File: config.mk
export PLATFORM = sky130hd
export DESIGN_NAME = lpc_pec_unit
export DESIGN_NICKNAME = d
export VERILOG_FILES = /design/src/rtl/lpc_pkg.sv /design/src/rtl/lpc_crc_if.sv /design/src/rtl/lpc_crc8_step.sv /design/src/rtl/lpc_crc_lane.sv /design/src/rtl/lpc_pec_unit.sv
export SDC_FILE = /design/constraint.sdc
export NUM_CORES = 1
export LEC_CHECK = 0
export BUFFER_PORTS_ARGS = -buffer_cell sky130_fd_sc_hd__buf_2
export CAP_MARGIN = 30
export CORE_AREA = 2 2 115 117
export CTS_CLUSTER_SIZE = 25
export DETAILED_ROUTE_END_ITERATION = 8
export DIE_AREA = 0 0 117 119
export PLACE_DENSITY = 0.67
export SLEW_MARGIN = 20
export SYNTH_ARGS = -nofsm -noshare
export SYNTH_HDL_FRONTEND = slang
export SYNTH_SLANG_ARGS = --single-unit
File: constraint.sdc
create_clock -name mclk -period 3.5 [get_ports mclk]
set_clock_uncertainty 0.05 [all_clocks]
set_input_delay 0.175 -clock mclk [delete_from_list [all_inputs] [get_ports mclk]]
set_output_delay 0.175 -clock mclk [all_outputs]
set_load 0.03 [all_outputs]
File: src/rtl/lpc_pkg.sv
// Constants and types shared by the ladder checksum unit
package lpc_pkg;
    // ==========================================================
    // Checksum arithmetic
    localparam logic [7:0] CRC_POLY = 8'h07;
    localparam logic [7:0] CRC_SEED = 8'h00;
    localparam int CRC_STEPS = 8;

    // ==========================================================
    // Register map and field positions
    localparam logic [7:0] CFG_OFFSET = 8'h08;
    localparam logic [15:0] CFG_RESET = 16'h0000;
    localparam int CFG_PEC_ALARM_BIT = 6;
    localparam int DCB_ALARM_BIT = 7;
    localparam int DCB_ERR_BIT = 0;

    // ==========================================================
    // Write frame layout on the lower port
    localparam logic [7:0] BCAST_WR_ADDR = 8'h40;
    localparam logic [2:0] WR_IDX_ADDR = 3'h0;
    localparam logic [2:0] WR_IDX_REG = 3'h1;
    localparam logic [2:0] WR_IDX_DLO = 3'h2;
    localparam logic [2:0] WR_IDX_DHI = 3'h3;
    localparam logic [2:0] WR_IDX_PEC = 3'h4;
    localparam logic [2:0] WR_IDX_MAX = 3'h5;

    // ==========================================================
    // Types
    typedef enum logic [1:0] {
        LPC_UP_DATA,
        LPC_UP_DCB,
        LPC_UP_PEC
    } lpc_kind_e;

    typedef enum logic [1:0] {
        LPC_TX_IDLE,
        LPC_TX_DCB,
        LPC_TX_GAP,
        LPC_TX_PEC
    } lpc_tx_e;
endpackage

File: src/rtl/lpc_crc_if.sv
// Byte feed and running checksum between the unit and a checksum lane
`timescale 1ns/1ps
`default_nettype none
interface lpc_crc_if;
    logic clr;
    logic valid;
    logic [7:0] data;
    logic [7:0] crc;

    modport lane (input clr, input valid, input data, output crc);
    modport user (output clr, output valid, output data, input crc);
endinterface
`default_nettype wire

File: src/rtl/lpc_crc8_step.sv
// One whole byte of checksum update, eight shift steps unrolled by a loop
`timescale 1ns/1ps
`default_nettype none
module lpc_crc8_step (
    input wire logic [7:0] crc_in,
    input wire logic [7:0] data_in,
    output logic [7:0] crc_out
);
    import lpc_pkg::*;

    logic [7:0] rem;

    always_comb begin
        rem = crc_in ^ data_in;
        // Top bit drops out of the shift; it would cancel against x^8
        for (int i = 0; i < CRC_STEPS; i++) begin
            if (rem[7]) begin
                rem = {rem[6:0], 1'b0} ^ CRC_POLY;
            end else begin
                rem = {rem[6:0], 1'b0};
            end
        end
        crc_out = rem;
    end
endmodule
`default_nettype wire

File: src/rtl/lpc_crc_lane.sv
// Running checksum register fed one byte per valid cycle
`timescale 1ns/1ps
`default_nettype none
module lpc_crc_lane (
    input wire logic clk,
    input wire logic rst_n,
    lpc_crc_if.lane bus
);
    import lpc_pkg::*;

    logic [7:0] crc_r;
    logic [7:0] crc_nxt;

    lpc_crc8_step u_step (
        .crc_in(crc_r),
        .data_in(bus.data),
        .crc_out(crc_nxt)
    );

    always_ff @(posedge clk or negedge rst_n) begin
        if (!rst_n) begin
            crc_r <= CRC_SEED;
        end else if (bus.clr) begin
            crc_r <= CRC_SEED;
        end else if (bus.valid) begin
            crc_r <= crc_nxt;
        end
    end

    assign bus.crc = crc_r;
endmodule
`default_nettype wire

File: src/rtl/lpc_pec_unit.sv
// Packet checksum unit: write check on the lower port, read relay from the upper port
`timescale 1ns/1ps
`default_nettype none
// Summary of operation
// - Bad-checksum writes leave registers untouched
// - Write acknowledge reports own checksum result only
// - Checksum alert drives alarm only when enabled
// - Checksum is CRC-8, feedback constant 07
// - Cover address, command, data, check bytes
// - Bits enter most significant first
// - Running checksum clears at message start
// - Remainder is byte XOR running checksum
// - Shift left; XOR constant if top set
// - Eight steps per byte, result carried on
// - Final running value is the checksum byte
// - Held in reset: no response, no forwarding
// - Check byte: alarm bit 7, error bit 0
// - Bad upper checksum sets alert and error flag
module lpc_pec_unit (
    input wire logic mclk,
    input wire logic rst_n,
    input wire logic lo_start,
    input wire logic lo_stop,
    input wire logic lo_valid,
    input wire logic [7:0] lo_byte,
    output logic lo_ack_valid,
    output logic lo_ack,
    input wire logic up_start,
    input wire logic up_valid,
    input wire lpc_pkg::lpc_kind_e up_kind,
    input wire logic [7:0] up_byte,
    output logic tx_valid,
    output logic [7:0] tx_byte,
    input wire logic alarm_cond,
    input wire logic alert_clr,
    output logic [15:0] converter_config,
    output logic reg_wr,
    output logic [7:0] reg_wr_addr,
    output logic [15:0] reg_wr_data,
    output logic checksum_error_alert,
    output logic alarm_out,
    output logic pec_err
);
    import lpc_pkg::*;

    // ==========================================================
    // Reset release
    // Power-on reset holds everything; bus bytes are dropped meanwhile
    logic rst_s1_r;
    logic rst_s2_r;

    always_ff @(posedge mclk or negedge rst_n) begin
        if (!rst_n) begin
            rst_s1_r <= 1'b0;
            rst_s2_r <= 1'b0;
        end else begin
            rst_s1_r <= 1'b1;
            rst_s2_r <= rst_s1_r;
        end
    end

    // ==========================================================
    // Checksum lanes
    lpc_crc_if lo_if ();
    lpc_crc_if up_if ();
    lpc_crc_if tx_if ();

    lpc_crc_lane u_lo_lane (
        .clk(mclk),
        .rst_n(rst_s2_r),
        .bus(lo_if)
    );

    lpc_crc_lane u_up_lane (
        .clk(mclk),
        .rst_n(rst_s2_r),
        .bus(up_if)
    );

    lpc_crc_lane u_tx_lane (
        .clk(mclk),
        .rst_n(rst_s2_r),
        .bus(tx_if)
    );

    logic lo_open_r;
    logic [2:0] lo_idx_r;
    logic lo_is_wr_r;
    logic [7:0] lo_reg_r;
    logic [7:0] lo_dlo_r;
    logic [7:0] lo_dhi_r;
    logic up_open_r;
    logic [7:0] dcb_r;
    lpc_tx_e tx_st_r;
    logic tx_valid_r;
    logic tx_is_pec_r;
    logic [7:0] tx_byte_r;
    logic [15:0] cfg_r;
    logic alert_r;

    logic lo_take;
    logic lo_pec_take;
    logic lo_pec_ok;
    logic up_take;
    logic up_pec_take;
    logic up_pec_bad;

    // Bytes outside an open frame are never counted
    assign lo_take = lo_valid & lo_open_r & ~lo_start;
    assign lo_pec_take = lo_take & lo_is_wr_r & (lo_idx_r == WR_IDX_PEC);
    assign lo_pec_ok = (lo_byte == lo_if.crc);
    assign up_take = up_valid & up_open_r & ~up_start;
    assign up_pec_take = up_take & (up_kind == LPC_UP_PEC);
    assign up_pec_bad = up_pec_take & (up_byte != up_if.crc);

    // Checksum byte itself never enters its own lane
    assign lo_if.clr = lo_start;
    assign lo_if.valid = lo_take & ~lo_pec_take;
    assign lo_if.data = lo_byte;

    assign up_if.clr = up_start;
    assign up_if.valid = up_take & (up_kind != LPC_UP_PEC);
    assign up_if.data = up_byte;

    // Outgoing lane covers the read command then every byte sent down except the checksum byte.
    // Sent bytes win; the host does not talk while the ladder answers.
    assign tx_if.clr = lo_start;
    assign tx_if.valid = (tx_valid_r & ~tx_is_pec_r) | lo_take;
    assign tx_if.data = (tx_valid_r & ~tx_is_pec_r) ? tx_byte_r : lo_byte;

    // ==========================================================
    // Lower port frame tracking
    always_ff @(posedge mclk or negedge rst_s2_r) begin
        if (!rst_s2_r) begin
            lo_open_r <= 1'b0;
            lo_idx_r <= WR_IDX_ADDR;
            lo_is_wr_r <= 1'b0;
        end else if (lo_start) begin
            lo_open_r <= 1'b1;
            lo_idx_r <= WR_IDX_ADDR;
            lo_is_wr_r <= 1'b0;
        end else if (lo_stop) begin
            // A write cut short before its checksum is simply dropped
            lo_open_r <= 1'b0;
        end else if (lo_take) begin
            if (lo_idx_r == WR_IDX_ADDR) begin
                lo_is_wr_r <= (lo_byte == BCAST_WR_ADDR);
            end
            if (lo_idx_r != WR_IDX_MAX) begin
                lo_idx_r <= lo_idx_r + 3'h1;
            end
        end
    end

    always_ff @(posedge mclk or negedge rst_s2_r) begin
        if (!rst_s2_r) begin
            lo_reg_r <= 8'h00;
            lo_dlo_r <= 8'h00;
            lo_dhi_r <= 8'h00;
        end else if (lo_take) begin
            case (lo_idx_r)
                WR_IDX_REG: begin
                    lo_reg_r <= lo_byte;
                end
                WR_IDX_DLO: begin
                    lo_dlo_r <= lo_byte;
                end
                WR_IDX_DHI: begin
                    lo_dhi_r <= lo_byte;
                end
                default: begin
                end
            endcase
        end
    end

    // ==========================================================
    // Write execution and acknowledge
    always_ff @(posedge mclk or negedge rst_s2_r) begin
        if (!rst_s2_r) begin
            lo_ack_valid <= 1'b0;
            lo_ack <= 1'b0;
        end else begin
            lo_ack_valid <= lo_pec_take;
            lo_ack <= lo_pec_take & lo_pec_ok;
        end
    end

    always_ff @(posedge mclk or negedge rst_s2_r) begin
        if (!rst_s2_r) begin
            cfg_r <= CFG_RESET;
        end else if (lo_pec_take && lo_pec_ok && lo_reg_r == CFG_OFFSET) begin
            cfg_r <= {lo_dhi_r, lo_dlo_r};
        end
    end

    // Other register offsets are handed out only after a good checksum
    always_ff @(posedge mclk or negedge rst_s2_r) begin
        if (!rst_s2_r) begin
            reg_wr <= 1'b0;
            reg_wr_addr <= 8'h00;
            reg_wr_data <= 16'h0000;
        end else begin
            reg_wr <= lo_pec_take & lo_pec_ok & (lo_reg_r != CFG_OFFSET);
            if (lo_pec_take && lo_pec_ok) begin
                reg_wr_addr <= lo_reg_r;
                reg_wr_data <= {lo_dhi_r, lo_dlo_r};
            end
        end
    end

    // ==========================================================
    // Upper port frame and check byte capture
    always_ff @(posedge mclk or negedge rst_s2_r) begin
        if (!rst_s2_r) begin
            up_open_r <= 1'b0;
        end else if (up_start) begin
            up_open_r <= 1'b1;
        end else if (up_pec_take) begin
            up_open_r <= 1'b0;
        end
    end

    always_ff @(posedge mclk or negedge rst_s2_r) begin
        if (!rst_s2_r) begin
            dcb_r <= 8'h00;
        end else if (up_take && up_kind == LPC_UP_DCB) begin
            dcb_r <= up_byte;
        end
    end

    // ==========================================================
    // Downward relay: data passes on, check byte waits for the checksum
    always_ff @(posedge mclk or negedge rst_s2_r) begin
        if (!rst_s2_r) begin
            tx_st_r <= LPC_TX_IDLE;
            tx_valid_r <= 1'b0;
            tx_is_pec_r <= 1'b0;
            tx_byte_r <= 8'h00;
        end else begin
            tx_valid_r <= 1'b0;
            tx_is_pec_r <= 1'b0;
            case (tx_st_r)
                LPC_TX_IDLE: begin
                    if (up_take && up_kind == LPC_UP_DATA) begin
                        tx_valid_r <= 1'b1;
                        tx_byte_r <= up_byte;
                    end
                    if (up_pec_take) begin
                        tx_st_r <= LPC_TX_DCB;
                    end
                end
                LPC_TX_DCB: begin
                    // Alert already holds any upper mismatch at this point
                    tx_valid_r <= 1'b1;
                    tx_byte_r <= 8'h00;
                    tx_byte_r[DCB_ALARM_BIT] <= dcb_r[DCB_ALARM_BIT] | alarm_cond
                        | alarm_out;
                    tx_byte_r[DCB_ERR_BIT] <= dcb_r[DCB_ERR_BIT] | alert_r;
                    tx_st_r <= LPC_TX_GAP;
                end
                LPC_TX_GAP: begin
                    // Lets the lane absorb the check byte before it is read
                    tx_st_r <= LPC_TX_PEC;
                end
                LPC_TX_PEC: begin
                    tx_valid_r <= 1'b1;
                    tx_is_pec_r <= 1'b1;
                    tx_byte_r <= tx_if.crc;
                    tx_st_r <= LPC_TX_IDLE;
                end
                default: begin
                    tx_st_r <= LPC_TX_IDLE;
                end
            endcase
        end
    end

    // ==========================================================
    // Alert, alarm and error strobe
    // Set beats clear so a mismatch in the clearing cycle survives
    always_ff @(posedge mclk or negedge rst_s2_r) begin
        if (!rst_s2_r) begin
            alert_r <= 1'b0;
        end else if (up_pec_bad || (lo_pec_take && !lo_pec_ok)) begin
            alert_r <= 1'b1;
        end else if (alert_clr) begin
            alert_r <= 1'b0;
        end
    end

    always_ff @(posedge mclk or negedge rst_s2_r) begin
        if (!rst_s2_r) begin
            alarm_out <= 1'b0;
        end else begin
            alarm_out <= alert_r & cfg_r[CFG_PEC_ALARM_BIT];
        end
    end

    always_ff @(posedge mclk or negedge rst_s2_r) begin
        if (!rst_s2_r) begin
            pec_err <= 1'b0;
        end else begin
            pec_err <= up_pec_bad | (lo_pec_take & ~lo_pec_ok);
        end
    end

    assign tx_valid = tx_valid_r;
    assign tx_byte = tx_byte_r;
    assign converter_config = cfg_r;
    assign checksum_error_alert = alert_r;
endmodule
`default_nettype wire

### Yosys cells after proc, flatten, opt, wreduce, memory -nomap -nowiden

Index checks and enable logic that the tools add are counted.

| cells by class | value |
|---|---|
| bitwise gates (word level) | 52 |
| add/sub/neg operators | 1 |
| muxes and demuxes | 52 |
| equality and inequality tests | 19 |
| reduce and logical (&&, ||, !) cells | 27 |

Operators by type and width:

| operator | number |
|---|---|
| 3-bit 2-to-1 mux | 28 |
| 3-bit NOT | 24 |
| 8-bit 2-to-1 mux | 8 |
| 8-bit one-hot mux with 3 select lines | 1 |
| 8-bit bitwise XOR | 3 |
| 2-bit nonzero test | 9 |
| 1-bit AND | 15 |
| 1-bit 2-to-1 mux | 12 |
| 8-bit by 4-bit == test with 1-bit output, second input constant | 1 |
| 8-bit by 7-bit == test with 1-bit output, second input constant | 1 |
| 8-bit == test | 1 |
| 2-bit != test, second input constant | 4 |
| 8-bit by 4-bit != test with 1-bit output, second input constant | 1 |
| 8-bit != test | 1 |
| 2-bit one-hot mux with 4 select lines | 1 |
| 2-bit AND reduction | 4 |
| 2-bit == test, second input constant | 3 |
| 3-bit by 2-bit == test with 1-bit output, second input constant | 2 |
| 3-bit AND reduction | 2 |
| 1-bit logical AND | 5 |
| 1-bit NOT | 5 |
| 1-bit bitwise OR | 5 |
| 2-bit by 1-bit == test with 1-bit output, second input constant | 2 |
| 2-bit logical NOT | 2 |
| other kinds (11) | 11 |

| word-level totals | value |
|---|---|
| register bits | 122 |

### Depth between registers and ports, before layout

| logic depth | value |
|---|---|
| depth in word-level cells | 22 |
| mapped depth | 11 |

### Hierarchy

Synthesis repeated with hierarchy kept, for this count alone.

| second synthesis, totals | value |
|---|---|
| cells, all modules | 430 |
| area, all modules | 5667.9 um2 |

Modules (own cells, without submodules):

| module | cells an instance | instances | area each (um2) | sequential area each (um2) |
|---|---|---|---|---|
| lpc_pec_unit | 289 | 1 | 4140.2 | 2302.2 |
| lpc_crc_lane | 26 | 3 | 325.3 | 200.2 |
| lpc_crc8_step | 21 | 3 | 183.9 | 0.0 |

### Worst setup path after synthesis

Ideal clock, no wire load.

| path | value |
|---|---|
| kind | register to register |
| start | reg u_lo_lane.crc_r[7], in the netlist u_lo_lane.bus.crc[7] |
| end | reg cfg_r[10], in the netlist converter_config[10] |
| stages on the path, launching flop included | 11 |
| setup time | 0.125 ns |
| arrival time | 2.126 ns |
| data required time | 3.325 ns |
| buffers on the path | 2 |
| setup slack | 1.199 ns |
| cell sequence | dfrtp_1 xnor2_1 ha_1 nand3_1 nor3b_4 nand2_4 inv_4 and3_4 buf_6 buf_12 mux2_4 |

| on the way | value |
|---|---|
| longest elaborated chain between the ends | 3 |

RTL lines:

| item | RTL line | source |
|---|---|---|
| start: declaration | lpc_crc_lane.sv:11 | `logic [7:0] crc_r;` |
| start signal: assignment | lpc_crc_lane.sv:26 | `crc_r <= crc_nxt;` |
| 8-bit == test | lpc_pec_unit.sv:111 | `assign lo_pec_ok = (lo_byte == lo_if.crc);` |
| 1-bit logical AND (2 in series) | lpc_pec_unit.sv:192 | `end else if (lo_pec_take && lo_pec_ok && lo_reg_r == CFG_OFFSET) begin` |
| end signal: assignment | lpc_pec_unit.sv:193 | `cfg_r <= {lo_dhi_r, lo_dlo_r};` |
| end: declaration | lpc_pec_unit.sv:98 | `logic [15:0] cfg_r;` |

Every way passes these cells.
A chain may end at the register's enable or synchronous reset.

### Worst setup path in the final report

| path | value |
|---|---|
| start | reg u_lo_lane.crc_r[5], in the netlist u_lo_lane.bus.crc[5] |
| end | reg cfg_r[4], in the netlist converter_config[4] |

The elaborated chain is that of the path after synthesis.

==> reports/metrics.cfg <==
[grt]
grt_max_degree=71
track_usage_pct=19.8
antenna_found_initial=0
grt-ovfl-total=0
grt_pass1_vias=3989
grt_pass1_wl_mm=21.0

[setup_path]
cp_data_required_time_ps=3750
crit_buf_inv=1
max_stage_delay_ps=420
endpoint_kind=flip-flop
worstPathArrival_ps=3100
path_delay_family=simple AND/OR/NAND/NOR gates
startpoint=u_lo_lane.bus.crc[5]$_DFFE_PN0P_
slowest_stage=and3_4
criticalPathCategory=flip-flop to flip-flop
reg2reg_from=u_lo_lane.bus.crc[5]$_DFFE_PN0P_
cp-start-kind=flip-flop
crit_path_cell_trace=xnor2_1 -> ha_1 -> nand3_1 -> nor3b_4 -> nand2_4 -> inv_4 -> and3_4 -> mux2_2
path_max_fanout=26

[clock_network]
clk_pin_slew_ps=60
cts_sinks=116
cts-root-buf=clkbuf_16
postCtsSetupBuffers=0
cts-resized-gates=0
clock_path_buffers=2
cts_buffers=17
insertion_delay_ps=420
htreeDepth=4
cts_tree=yes
postCtsHoldBufs=4

[die]
die_area_um2=13900
num_rows=42
num_io_pins=82
initial_core_util_pct=43.8
core_um2=12900
die_h_um=119
die_w_um=117

[synthesis]
synth-edff-count=0
ys_async_sr_fraction_pct=100
ys.flop_type=dfrtp_1
ys_ff_latch=116
syn-cell-area_um2=5640
netlist_instances=485
ys_warn_count=0
synth.distinct_cells=50
seq_area_frac_synth_pct=51.4
synth.avg_cell_area_um2=11.6
synth_nets=528

[finish]
nNetsFinal=619
area_delta_synth_final_pct=22.7
finalInstanceArea_um2=6920
final_common_cell=dfrtp_1
antenna_cells=0
fin_util_pct=53.8
final_cell_mix=dfrtp_1 (115), nand2_1 (83), buf_2 (81), xnor2_1 (42), mux2_2 (37)
drive_above_1_share_pct=30.1

[detailed_routing]
firstDrtPassIters=5
drt_iter0_drc=307
drc=0
wl_mm=13.1
wl_per_cell_um=17.1
via_per_inst=5.17
vias=3955
ant_nets=0

[run]
maxCapViolCount=0

[pwr]
p_int_mw=3.68
finalPower_mw=5.53
pwr-share-comb_pct=33.0
p_sw_mw=1.85
swShare_pct=33.4
clockPowerShare_pct=34.2
p_leak_nw=3.48
pwr_density_cell_nw_per_um2=799
vdd.ir_drop.worst_mv=0.526
pwr-share-seq_pct=32.8

[worst_hold_path]
worstHoldPathType=input pin to flip-flop
hold_path.startpoint=up_byte[7]

[sta]
min_period_over_period_pct=81.5
fmax_mhz=351
fin_tns_setup_ps=0
slew_headroom_pct=39.9
min_period_ps=2850
setup_violations=0
timing_hold_violations_final=0
rsz0062_at_grt=false
slew_violations=0
worst_pin_slew_ps=902
setup_ws_ps=648

[placement]
place_hpwl_mm=9.19
port_buffers=81
place_ws_ps=681
gp_congestion=0.925
dpl-instance-area_um2=6200

[run_status]
run_status=complete, no violations

[worst paths after layout]
kind                       depth (start not counted)                               to  slack [ps]
min in group asynchronous                          0       reg_wr_data[2]$_DFFE_PN0P_         120
min                                                2             dcb_r[7]$_DFFE_PN0P_          20
max                                                8  converter_config[4]$_DFFE_PN0P_         650
min reg2reg                                        0       reg_wr_data[2]$_DFFE_PN0P_         120
max in group asynchronous                          2           tx_byte[5]$_DFFE_PN0P_        2430
max reg2reg                                        8  converter_config[4]$_DFFE_PN0P_         650
[cell families after synthesis]
logic type | synth area share, %
buf+inv | 2.57
other cells | 0.0665
xor+xnor | 11.9
mux | 12.0
flops | 51.4
fa+ha+maj | 3.55
simple gates | 11.9
compound gates | 6.61
[final cells by class]
cell class / instances / area [µm²]
clock buffer: 19 / 453
clock inverter: 13 / 198
fill: 1123 / 5950
inverter: 13 / 51.3
multi-input combinational: 340 / 2590
sequential: 116 / 2910
tap: 176 / 220
timing repair buffer: 88 / 500
[metrics by stage]
stage | hold slack [ps] | instances
floorplan | -171 | 485
global placement | -86.8 | 727
detailed placement | -85.6 | 727
CTS | 7.83 | 763
global route | 33.5 | 765
finish | 20.5 | 765
[cell usage after synthesis (2+ instances only)]
library cell,instances,area [µm²]
inv_1,12,45.0
nand2b_1,8,50.1
xnor2_1,42,368
nand3_1,4,20.0
xor2_1,17,149
o21a_1,2,15.0
mux2_4,10,150
nor4_1,2,12.5
mux2i_2,2,27.5
nor2b_1,2,12.5
clkbuf_1,9,33.8
a211oi_1,2,15.0
nor3_1,4,20.0
buf_6,2,22.5
ha_1,16,200
o31ai_1,5,37.5
xnor2_2,2,32.5
a21oi_1,9,45.0
buf_2,2,10.0
nand2_1,83,312
a21o_1,5,37.5
dfrtp_1,116,2900
mux2i_1,8,80.1
mux2_2,37,417
nand3b_1,10,75.1
xor2_2,2,32.5
nor4b_1,2,17.5
a22oi_1,7,52.6
o21ai_0,26,130
buf_1,2,7.51
or3_1,2,12.5
xnor3_1,3,67.6
nor2_1,13,48.8
[power by group through the flow]
stage | Combinational, mW | Clock (mW) | Sequential (mW)
2_1_floorplan | 1.37 | 0 | 1.87
3_3_place_gp | 1.74 | 0 | 1.84
3_5_place_dp | 1.77 | 0 | 1.85
4_1_cts | 1.80 | 1.91 | 1.83
5_1_grt | 2.02 | 1.98 | 1.85
6_report | 1.82 | 1.89 | 1.82
[worst reg2reg max path: cells and delay by family, from the launching register on]
kind                     cells  cell delay (ps)
flip-flops                   1              390
buffers and inverters        1              260
XOR/XNOR                     1              380
adder cells (fa/ha/maj)      1              230
multiplexers                 1              390
AND/OR/NAND/NOR              4             1050
[sequential cells by signal, summed over array words and instances, names as in the netlist, 2 cells and up]
signal / cells
dcb_r: 2
u_lo_lane.bus.crc: 8
reg_wr_data: 16
reg_wr_addr: 8
lo_dlo_r: 8
converter_config: 16
u_tx_lane.bus.crc: 8
tx_byte: 8
tx_st_r: 2
lo_dhi_r: 8
lo_idx_r: 3
u_up_lane.bus.crc: 8
lo_reg_r: 8
[routing by layer]
layer | share of wire [%] | global-route usage, % | vias up
li1 | - | - | 1829
met1 | 43 | 25.1 | 1982
met2 | 50 | 32.8 | 125
met3 | 5.3 | 5.09 | 19
met4 | 1.7 | 6.91 | 0
met5 | 0 | 0 | -
Note: power is estimated with default switching activity, not from simulation.
